[src/include/ca_term_map.svh]
// Offsets, field positions, codes and timing counts of the termination link.
`ifndef CA_TERM_MAP_SVH
`define CA_TERM_MAP_SVH
// Mode register addresses carried in the first beat of a write frame.
`define CT_MR_VALUE      6'h0B
`define CT_MR_DISABLE    6'h16
// Termination value field inside the value register.
`define CT_VAL_MSB       6
`define CT_VAL_LSB       4
`define CT_VAL_OFF       3'h0
`define CT_VAL_RSVD      3'h7
`define CT_VAL_FIRST     1
`define CT_RTT_NUM       6
// Per-signal disable bits inside the disable register.
`define CT_DIS_CK_BIT    3
`define CT_DIS_CS_BIT    4
`define CT_DIS_CA_BIT    5
// Link clock half period in pclk cycles: 80 ns at 4 ns per cycle.
`define CT_LINK_HALF_NS  80
`define CT_PCLK_NS       4
`define CT_LINK_HALF     5'((`CT_LINK_HALF_NS) / (`CT_PCLK_NS))
// Controller register offsets on APB.
`define CT_OFF_CMD       8'h00
`define CT_OFF_STATUS    8'h04
`define CT_OFF_CAL       8'h08
`define CT_OFF_TRAIN     8'h0C
// Command register fields.
`define CT_CMD_ADDR_MSB  5
`define CT_CMD_DATA_MSB  15
`define CT_CMD_DATA_LSB  8
// Status register bits.
`define CT_ST_BUSY       0
`define CT_ST_REFUSED    1
`define CT_ST_DIS_DONE   2
`define CT_ST_RECAL      3
`define CT_ST_ORDER_ERR  4
// Calibration and training register bits.
`define CT_CAL_POINT     0
`define CT_CAL_DONE      1
`define CT_TR_TERM       0
`define CT_TR_OTHER      1
`endif

[src/include/ca_term_pkg.sv]
// Types shared by both ends of the termination link.
package ca_term_pkg;
  // Receiver progress through a three-beat write frame.
  typedef enum logic [1:0] {RX_IDLE, RX_DATA_LO, RX_DATA_HI} rx_state_e;
  // Sender progress through a three-beat write frame.
  typedef enum logic [1:0] {TX_IDLE, TX_ADDR, TX_DATA_LO, TX_DATA_HI} tx_state_e;
  // Per-signal disable flags.
  typedef struct packed {
    logic ca;
    logic ck;
    logic cs;
  } term_dis_s;
endpackage : ca_term_pkg

[src/include/ca_term_if.sv]
// Command link between controller and device: clock, select, six lines.
`timescale 1ns/10ps
interface ca_term_if;
  logic       ck;  // Link clock made by the controller.
  logic       cs;  // Frame start marker, high for the first beat.
  logic [5:0] ca;  // Command/address lines.
  // Controller end drives the link.
  modport ctrl_mp (output ck, output cs, output ca);
  // Device end only listens.
  modport dev_mp (input ck, input cs, input ca);
endinterface : ca_term_if

[src/ca_term_device.sv]
// Device end: receives mode register writes and drives termination enables.
`timescale 1ns/10ps
`include "ca_term_map.svh"

// Operation
// - Termination off after reset until programmed.
// - Value field is bits 6 to 4.
// - Codes 1..6 select 240,120,80,60,48,40 ohm.
// - Termination covers clock pair, select, six lines.
// - Termination stays on through power-down states.
// - Low strap keeps termination off, except in the low-voltage variant.
// - High strap plus valid field terminates.
// - Low-voltage variant ignores strap entirely.
// - Disable bits 5,3,4 switch lines off.
// - Disabled field turns everything off.
// - Controller programs disables before enabling value.
// - Controller trains terminating rank first.
// - Value change honoured without recalibration.
// - Calibration point change needs new calibration.
module ca_term_device (
  input  wire logic         pclk,
  input  wire logic         presetn,
  input  wire logic         ce,
  ca_term_if.dev_mp         link,
  input  wire logic         ca_termination_strap,
  input  wire logic         low_voltage_variant,
  output logic              ca_lines_term_on_q,
  output logic              clock_pair_term_on_q,
  output logic              select_term_on_q,
  output logic [5:0]        rtt_select_q,
  output logic [2:0]        ca_term_value_field_q
);
  // Index of each synchronised input inside the group.
  localparam int SYNC_W = 10;
  localparam int I_LV   = 9;
  localparam int I_STR  = 8;
  localparam int I_CK   = 7;
  localparam int I_CS   = 6;

  logic [SYNC_W-1:0]      sync_raw;     // Pins and link as they arrive.
  logic [SYNC_W-1:0]      sync_q;       // Same group after two flops.
  wire logic              s_lv;         // Low-voltage variant level.
  wire logic              s_strap;      // Termination strap level.
  wire logic              s_ck;         // Link clock level.
  wire logic              s_cs;         // Frame start level.
  wire logic [5:0]        s_ca;         // Command/address lines.

  logic                   ck_prev_q;    // Link clock one pclk ago.
  wire logic              ck_rise;      // Rising edge of the link clock.

  ca_term_pkg::rx_state_e rx_q;         // Frame receiver state.
  ca_term_pkg::rx_state_e rx_d;         // Its next value.
  logic [5:0]             addr_q;       // Register address of this frame.
  logic [5:0]             data_lo_q;    // Low six data bits of this frame.
  wire logic [7:0]        frame_data;   // Full data byte at the last beat.
  wire logic              commit;       // Last beat of a frame taken.
  wire logic              hit_value;    // Frame addresses the value register.
  wire logic              hit_disable;  // Frame addresses the disable register.

  logic [2:0]             val_q;        // Programmed termination value code.
  wire logic [2:0]        val_d;        // Its next value.
  ca_term_pkg::term_dis_s dis_q;        // Programmed per-signal disables.
  ca_term_pkg::term_dis_s dis_d;        // Their next value.

  wire logic              val_ok;       // Code selects a real resistance.
  wire logic              strap_ok;     // Strap permits termination.
  wire logic              term_en;      // Termination enabled as a whole.
  wire logic [5:0]        rtt_hot;      // One-hot resistance select.

  // Everything from the pins passes two flops before any logic reads it.
  assign sync_raw = {low_voltage_variant, ca_termination_strap, link.ck, link.cs, link.ca};

  ca_term_sync #(
    .W (SYNC_W)
  ) u_sync (
    .pclk     (pclk),
    .presetn  (presetn),
    .ce       (ce),
    .async_in (sync_raw),
    .sync_q   (sync_q)
  );

  assign s_lv    = sync_q[I_LV];
  assign s_strap = sync_q[I_STR];
  assign s_ck    = sync_q[I_CK];
  assign s_cs    = sync_q[I_CS];
  assign s_ca    = sync_q[5:0];

  // The link clock is only sampled; its rising edge marks each beat.
  assign ck_rise = s_ck & ~ck_prev_q;

  // Frame receiver: address beat with select high, then two data beats.
  always_comb begin
    rx_d = rx_q;
    // Hold until a beat.
    case (rx_q)
      ca_term_pkg::RX_IDLE: begin
        // A beat with select high opens a frame.
        if (ck_rise && s_cs) begin
          rx_d = ca_term_pkg::RX_DATA_LO;
        end
      end
      ca_term_pkg::RX_DATA_LO: begin
        // The next beat carries the low data bits.
        if (ck_rise) begin
          rx_d = ca_term_pkg::RX_DATA_HI;
        end
      end
      ca_term_pkg::RX_DATA_HI: begin
        // The third beat ends the frame.
        if (ck_rise) begin
          rx_d = ca_term_pkg::RX_IDLE;
        end
      end
      default: begin
        rx_d = ca_term_pkg::RX_IDLE;
      end
    endcase
  end

  // The write is complete only at its third beat.
  assign commit      = ck_rise && (rx_q == ca_term_pkg::RX_DATA_HI);
  assign frame_data  = {s_ca[1:0], data_lo_q};
  assign hit_value   = commit && (addr_q == `CT_MR_VALUE);
  assign hit_disable = commit && (addr_q == `CT_MR_DISABLE);

  // New value applies whenever written; no calibration state is consulted.
  assign val_d = hit_value ? frame_data[`CT_VAL_MSB:`CT_VAL_LSB] : val_q;

  // Disable bits are taken only from a completed disable-register write.
  always_comb begin
    dis_d = dis_q;
    if (hit_disable) begin
      // Other bits ignored.
      dis_d.ca = frame_data[`CT_DIS_CA_BIT];
      dis_d.ck = frame_data[`CT_DIS_CK_BIT];
      dis_d.cs = frame_data[`CT_DIS_CS_BIT];
    end
  end

  // Receiver state and frame capture registers.
  always_ff @(posedge pclk or negedge presetn) begin
    if (!presetn) begin
      // Link clock idles low: no false beat.
      ck_prev_q <= 1'b0;
      rx_q      <= ca_term_pkg::RX_IDLE;
      addr_q    <= 6'h00;
      data_lo_q <= 6'h00;
    end else if (ce) begin
      ck_prev_q <= s_ck;
      rx_q      <= rx_d;
      // Address is latched on the opening beat, low data on the second.
      if (ck_rise && (rx_q == ca_term_pkg::RX_IDLE) && s_cs) begin
        addr_q <= s_ca;
      end
      if (ck_rise && (rx_q == ca_term_pkg::RX_DATA_LO)) begin
        data_lo_q <= s_ca;
      end
    end
  end

  // Programmed settings; reset leaves the value code disabled.
  always_ff @(posedge pclk or negedge presetn) begin
    if (!presetn) begin
      val_q <= `CT_VAL_OFF;
      dis_q <= '0;
    end else if (ce) begin
      // Loaded only while ce is high.
      val_q <= val_d;
      dis_q <= dis_d;
    end
  end

  // Codes 000 and 111 give no termination.
  assign val_ok = (val_q != `CT_VAL_OFF) && (val_q != `CT_VAL_RSVD);

  // Low-voltage parts ignore the strap; others need it high.
  assign strap_ok = s_lv | s_strap;
  assign term_en  = val_ok & strap_ok;

  // One select line per resistance code, 240 ohm first.
  generate
    for (genvar i = 0; i < `CT_RTT_NUM; i++) begin : g_rtt
      assign rtt_hot[i] = term_en && (val_q == 3'(i + `CT_VAL_FIRST));
    end
  endgenerate

  // Outputs depend on no power state, so they hold through power-down.
  always_ff @(posedge pclk or negedge presetn) begin
    if (!presetn) begin
      // Everything off in reset.
      ca_lines_term_on_q    <= 1'b0;
      clock_pair_term_on_q  <= 1'b0;
      select_term_on_q      <= 1'b0;
      rtt_select_q          <= 6'h00;
      ca_term_value_field_q <= `CT_VAL_OFF;
    end else if (ce) begin
      // Gated per line.
      ca_lines_term_on_q    <= term_en & ~dis_q.ca;
      clock_pair_term_on_q  <= term_en & ~dis_q.ck;
      select_term_on_q      <= term_en & ~dis_q.cs;
      rtt_select_q          <= rtt_hot;
      ca_term_value_field_q <= val_q;
    end
  end
endmodule : ca_term_device

[src/ca_term_sync.sv]
// Two-flop synchroniser for a group of levels from outside the pclk domain.
`timescale 1ns/10ps
module ca_term_sync #(
  parameter int W = 10
) (
  input  wire logic         pclk,
  input  wire logic         presetn,
  input  wire logic         ce,
  input  wire logic [W-1:0] async_in,
  output logic      [W-1:0] sync_q
);
  logic [W-1:0] meta_q;  // First stage, read only by the second stage.

  // Both stages hold while the clock enable is low.
  always_ff @(posedge pclk or negedge presetn) begin
    if (!presetn) begin
      meta_q <= '0;
      sync_q <= '0;
    end else if (ce) begin
      meta_q <= async_in;
      sync_q <= meta_q;
    end
  end
endmodule : ca_term_sync
[src/flat_wrapper.sv]
// flat-port wrapper written by rule: the top's interface ports become plain ports
module ca_term_device_flat 
  (pclk, presetn, ce, ca_termination_strap, low_voltage_variant, ca_lines_term_on_q, clock_pair_term_on_q, select_term_on_q, rtt_select_q, ca_term_value_field_q, link_ck, link_cs, link_ca);
  ca_term_if link_i ();
  input  wire logic pclk;
  input  wire logic presetn;
  input  wire logic ce;
  input  wire logic ca_termination_strap;
  input  wire logic low_voltage_variant;
  output logic ca_lines_term_on_q;
  output logic clock_pair_term_on_q;
  output logic select_term_on_q;
  output logic [5:0] rtt_select_q;
  output logic [2:0] ca_term_value_field_q;
  input wire logic [$bits(link_i.ck)-1:0] link_ck;
  input wire logic [$bits(link_i.cs)-1:0] link_cs;
  input wire logic [$bits(link_i.ca)-1:0] link_ca;
  assign link_i.ck = link_ck;
  assign link_i.cs = link_cs;
  assign link_i.ca = link_ca;
  ca_term_device u_core (.pclk(pclk), .presetn(presetn), .ce(ce), .link(link_i), .ca_termination_strap(ca_termination_strap), .low_voltage_variant(low_voltage_variant), .ca_lines_term_on_q(ca_lines_term_on_q), .clock_pair_term_on_q(clock_pair_term_on_q), .select_term_on_q(select_term_on_q), .rtt_select_q(rtt_select_q), .ca_term_value_field_q(ca_term_value_field_q));
endmodule
[config.mk]
export PLATFORM = sky130hd
export DESIGN_NAME = ca_term_device_flat
export DESIGN_NICKNAME = d
export VERILOG_FILES = /design/src/include/ca_term_pkg.sv /design/src/include/ca_term_if.sv /design/src/ca_term_device.sv /design/src/ca_term_sync.sv /design/src/flat_wrapper.sv
export VERILOG_INCLUDE_DIRS = /design/src /design/src/include
export SDC_FILE = /design/constraint.sdc
export NUM_CORES = 1
export LEC_CHECK = 0
export BUFFER_PORTS_ARGS = -buffer_cell sky130_fd_sc_hd__buf_2
export CELL_PAD_IN_SITES_DETAIL_PLACEMENT = 0
export CELL_PAD_IN_SITES_GLOBAL_PLACEMENT = 1
export CORE_ASPECT_RATIO = 1.4
export CORE_MARGIN = 2
export CORE_UTILIZATION = 43
export CTS_BUF_LIST = sky130_fd_sc_hd__clkbuf_16
export DETAILED_ROUTE_END_ITERATION = 7
export PLACE_DENSITY = 0.81
export SETUP_SLACK_MARGIN = 0.2
export SLEW_MARGIN = 20
export SYNTH_ARGS = -nofsm -noshare
export SYNTH_HDL_FRONTEND = slang
export SYNTH_HIERARCHICAL = 1
export SYNTH_SLANG_ARGS = --single-unit
[constraint.sdc]
create_clock -name pclk -period 1.2 [get_ports pclk]
set_clock_uncertainty 0.05 [all_clocks]
set_input_delay 0.36 -clock pclk [delete_from_list [all_inputs] [get_ports pclk]]
set_output_delay 0.36 -clock pclk [all_outputs]
set_load 0.01 [all_outputs]
==> impl.org <==
** Detailed routing
- In the routed design, unresolved DRC markers number 0.
- Detailed-route wire length per cell :: 14.79 um
- Drt via density :: 5.049
- Iter 0 DRT Violations :: 26
- The routed layout has 1,247 vias.
- Before antenna repair, the detailed router went through 4 iterations.
- Summed over all layers, the routed wires come to 3653 um.
- Once detail routing completed, the nets flagged for antenna violations numbered 0.

** Job
- Across the run, the number of max-cap violations was 0.

** Power
- Leak Pwr :: 1.344 nW
- The worst-case IR drop observed on VDD is 0.001276 V.
- PnR Total Power :: 4.266 mW
- For this design the ratio of total power to cell area is 1579 nW/um2.

** Timing
- Fin worst setup slack :: -184.9 ps
- Normalized max-slew margin :: 0.8196
- The count of endpoints failing hold in the final timing report is 4.
- Final worst path period share :: 1.154
- Clock period minus final worst setup slack :: 1385 ps
- Highest achievable clock rate :: 0.7221 GHz
- Worst slack on hold paths :: -0.4630 ps
- Tightest Pin Transition :: 270.6 ps
- Setup violation total in the final timing report :: 26
- Accumulated negative setup slack :: -2447 ps
- Setup repair after global routing could not meet its margin everywhere.
- Final Max Slew Viols :: 0

** Placement
- Number of buffer cells added on primary ports :: 24
- After detailed placement, the total cell area comes to 2371 um2.
- Once detailed placement completed, the half-perimeter wirelength came to 2446 um.
- Cell count after placement :: 226
- Routability-driven placement congestion ratio :: 0.7684
- Worst setup timing slack at the placement stage :: -226.2 ps

** Cells and area
- The number of antenna diodes in the final layout is 0.
- The area growth from synthesis to layout is 30.67%.
- Once layout is done, the placed cells without fillers occupy 2703 um2.
- Final core utilization :: 0.5911
- Combined area of the multi-input logic cells :: 834.6 um2
- Combined flip-flop and latch cell area :: 1251 um2
- Of the cells placed in the final design, the portion with a size suffix greater than 1 is 0.6000.
- Final nets :: 197
- Count of non-filler cells in the finished layout :: 247
- Fillers :: 378

** Critical path
- Crit. End Element :: register
- Element type at the critical path start :: register
- Number of cells on the worst reg-to-reg path :: 3
- Type of the setup path with the least slack :: register to register
- Worst setup slack for register-to-register paths :: -180 ps
- Crit path arrival time :: 1510 ps
- Of all nets on the critical path, the largest fanout is 3.
- Worst r2r dst :: u_core/val_q[0]$_DFFE_PN0P_
- Startpoint of the most critical register-to-register path :: u_core/addr_q[4]$_DFFE_PN0P_
- For the worst setup path, the data required time is 1320 ps.

** Die
- Die Ht :: 86.06 um
- Die Wd :: 62.62 um
- The initial utilization of the core area, before any placement, comes to 0.4524.
- IO Count :: 25
- Core Footprint :: 4572 um2
- Die Footprint :: 5389 um2
- The initialized floorplan defines 29 standard-cell rows.

** CTS
- Clock root cell :: sky130_fd_sc_hd__clkbuf_16
- TritonCTS built the clock tree.
- The clock passes through at most 2 buffers.
- Clock transition at the registers of the reported paths :: 60 ps
- Clock sinks :: 50
- In this run, CTS created clock tree buffers numbering 5.
- Clock latency on the worst-skew pair, taken at its later pin, is 290 ps.
- The clock tree synthesis step divided the H-tree into 2 levels.
- Hold-fix buffers, CTS :: 0

** Yosys
- Syn Area/Cell :: 15.67 um2
- In the synthesized netlist, the number of instances is 132.
- In this run the cell area of the synthesized design comes to 2068 um2.
- Yosys Warn Count :: 6
- Synthesized Nets :: 145
- Of the synthesized area, sequential elements account for 0.6050.
- Post-synthesis sequential element count :: 50
- Synth unique cells :: 23

** Global route
- Number of global-route vias before repair :: 1,350
- Across every metal layer, demand over resource in global routing totals 0.1513.
- Antenna violations before repair :: 0
- The first global-routing pass estimated 6285 um of wire.
- Overflow after GRT :: 0
- Largest net degree at the start of global routing :: 51

** Status
- Failing checks :: hold timing, setup timing
- The flow ran to the end, but the final reports show violations.

** Worst hold path
- The tightest min-delay check is of the input pin to async pin type.
[worst max path at each step]
| stage | startpoint | end | slack [ps] | cells past startpoint |
|---|---|---|---|---|
| 2_1_floorplan | u_core/rx_q[1]$_DFFE_PN0P_ | u_core/addr_q[0]$_DFFE_PN0P_ | -70 | 3 |
| 3_3_place_gp | u_core/addr_q[2]$_DFFE_PN0P_ | u_core/val_q[0]$_DFFE_PN0P_ | -220 | 3 |
| 3_5_place_dp | u_core/addr_q[2]$_DFFE_PN0P_ | u_core/val_q[0]$_DFFE_PN0P_ | -230 | 3 |
| 4_1_cts | u_core/addr_q[4]$_DFFE_PN0P_ | u_core/val_q[0]$_DFFE_PN0P_ | -200 | 3 |
| 5_1_grt | u_core/addr_q[4]$_DFFE_PN0P_ | u_core/val_q[0]$_DFFE_PN0P_ | -270 | 3 |
| 6_report | u_core/addr_q[4]$_DFFE_PN0P_ | u_core/val_q[0]$_DFFE_PN0P_ | -180 | 3 |
[power breakdown]
group,switching [mW],total [mW],internal [mW]
clock,0.565,1.32,0.760
combinational,0.255,0.763,0.508
sequential,0.214,2.18,1.96
total,1.03,4.27,3.23
[flip-flops by register name (all words and copies together), names as in the netlist, 2 cells and up]
signal	flops
u_core/u_sync/meta_q	10
u_core/u_sync/sync_q	10
u_core/addr_q	6
u_core/rtt_select_q	6
u_core/ca_term_value_field_q	3
u_core/data_lo_q	3
u_core/dis_q	3
u_core/val_q	3
u_core/rx_q	2
[Yosys cell counts]
cell type / n / area [um2]
sky130_fd_sc_hd__a22o_2: 1 / 10.01
sky130_fd_sc_hd__and2b_1: 1 / 7.510
sky130_fd_sc_hd__dfrtp_1: 50 / 1251
sky130_fd_sc_hd__o2111ai_1: 1 / 8.760
sky130_fd_sc_hd__nor3_1: 1 / 5.000
sky130_fd_sc_hd__buf_2: 2 / 10.01
sky130_fd_sc_hd__nand4_1: 2 / 12.51
sky130_fd_sc_hd__a21bo_2: 1 / 10.01
sky130_fd_sc_hd__nand3_1: 2 / 10.01
sky130_fd_sc_hd__inv_1: 8 / 30.03
sky130_fd_sc_hd__and4bb_2: 1 / 12.51
sky130_fd_sc_hd__o22ai_1: 8 / 50.05
sky130_fd_sc_hd__o21ai_0: 3 / 15.01
sky130_fd_sc_hd__buf_6: 2 / 22.52
sky130_fd_sc_hd__and4bb_1: 2 / 25.02
sky130_fd_sc_hd__or3_1: 1 / 6.260
sky130_fd_sc_hd__mux2_2: 20 / 225.2
sky130_fd_sc_hd__nand2_1: 1 / 3.750
sky130_fd_sc_hd__nand3b_1: 2 / 15.01
sky130_fd_sc_hd__nor4bb_1: 1 / 10.01
sky130_fd_sc_hd__nand3b_4: 1 / 20.02
sky130_fd_sc_hd__o21bai_1: 1 / 7.510
sky130_fd_sc_hd__mux2_4: 20 / 300.3
[layout by cell type, fill, tap and decap left out]
cell / Yosys / final
sky130_fd_sc_hd__nand3b_1: 2 / 2
sky130_fd_sc_hd__nand3b_4: 1 / 1
sky130_fd_sc_hd__clkinvlp_4: 0 / 1
sky130_fd_sc_hd__dfrtp_1: 50 / 50
sky130_fd_sc_hd__buf_2: 2 / 24
sky130_fd_sc_hd__nor4bb_2: 0 / 1
sky130_fd_sc_hd__and4bb_2: 1 / 1
sky130_fd_sc_hd__clkinv_1: 0 / 1
sky130_fd_sc_hd__or3_4: 0 / 1
sky130_fd_sc_hd__buf_6: 2 / 6
sky130_fd_sc_hd__inv_1: 8 / 8
sky130_fd_sc_hd__buf_12: 0 / 3
sky130_fd_sc_hd__o21ai_0: 3 / 1
sky130_fd_sc_hd__and4bb_1: 2 / 1
sky130_fd_sc_hd__o2111ai_4: 0 / 1
sky130_fd_sc_hd__nand4_1: 2 / 2
sky130_fd_sc_hd__and2b_2: 0 / 1
sky130_fd_sc_hd__mux2_2: 20 / 18
sky130_fd_sc_hd__clkbuf_16: 0 / 5
sky130_fd_sc_hd__nor3_1: 1 / 1
sky130_fd_sc_hd__and4bb_4: 0 / 1
sky130_fd_sc_hd__nand3_1: 2 / 2
sky130_fd_sc_hd__o22ai_2: 0 / 2
sky130_fd_sc_hd__nand2_4: 0 / 1
sky130_fd_sc_hd__o22ai_1: 8 / 6
sky130_fd_sc_hd__mux2_4: 20 / 22
sky130_fd_sc_hd__a21bo_2: 1 / 1
sky130_fd_sc_hd__buf_4: 0 / 16
sky130_fd_sc_hd__clkinv_2: 0 / 1
sky130_fd_sc_hd__a22o_2: 1 / 1
sky130_fd_sc_hd__o21ai_2: 0 / 2
sky130_fd_sc_hd__o21bai_4: 0 / 1
[critical path, stage by stage, from the launching register on]
cell	delay (ps)
sky130_fd_sc_hd__dfrtp_1	400
sky130_fd_sc_hd__nor4bb_2	300
sky130_fd_sc_hd__nand4_1	210
sky130_fd_sc_hd__mux2_2	320
[area by class of cell]
class / count / area share
well taps: 62 / 0.02870
flip-flops and latches: 50 / 0.4630
repair buffers: 49 / 0.1361
multi-input cells: 70 / 0.3088
clock inverters: 3 / 0.006019
inverters: 8 / 0.01111
clock buffers: 5 / 0.04630
[kinds of logic after synthesis]
| group | share of synthesized area |
|---|---|
| DFF | 0.6050 |
| muxes | 0.2541 |
| AOI/OAI and AO/OA | 0.04900 |
| and+or+nand+nor | 0.06170 |
| buffers and inverters | 0.03025 |
[metal layers]
layer  part of all wire  vias up  wire length (um)  global-route usage
met3              0.038        5               138             0.04199
met4              0.019        0                71             0.06869
met5                  0        -                 0                   0
met1               0.41      633              1481              0.1746
met2               0.54       32              1962              0.2620
li1                   -      577                 -                   -
[timing repair]
action	4_1_cts	5_1_grt
setup endpoints to repair	38	39
pin swaps	9	7
setup buffers	8	5
gates resized for setup	9	12
cloned	0	0
Note: power is estimated with default switching activity, not from simulation.
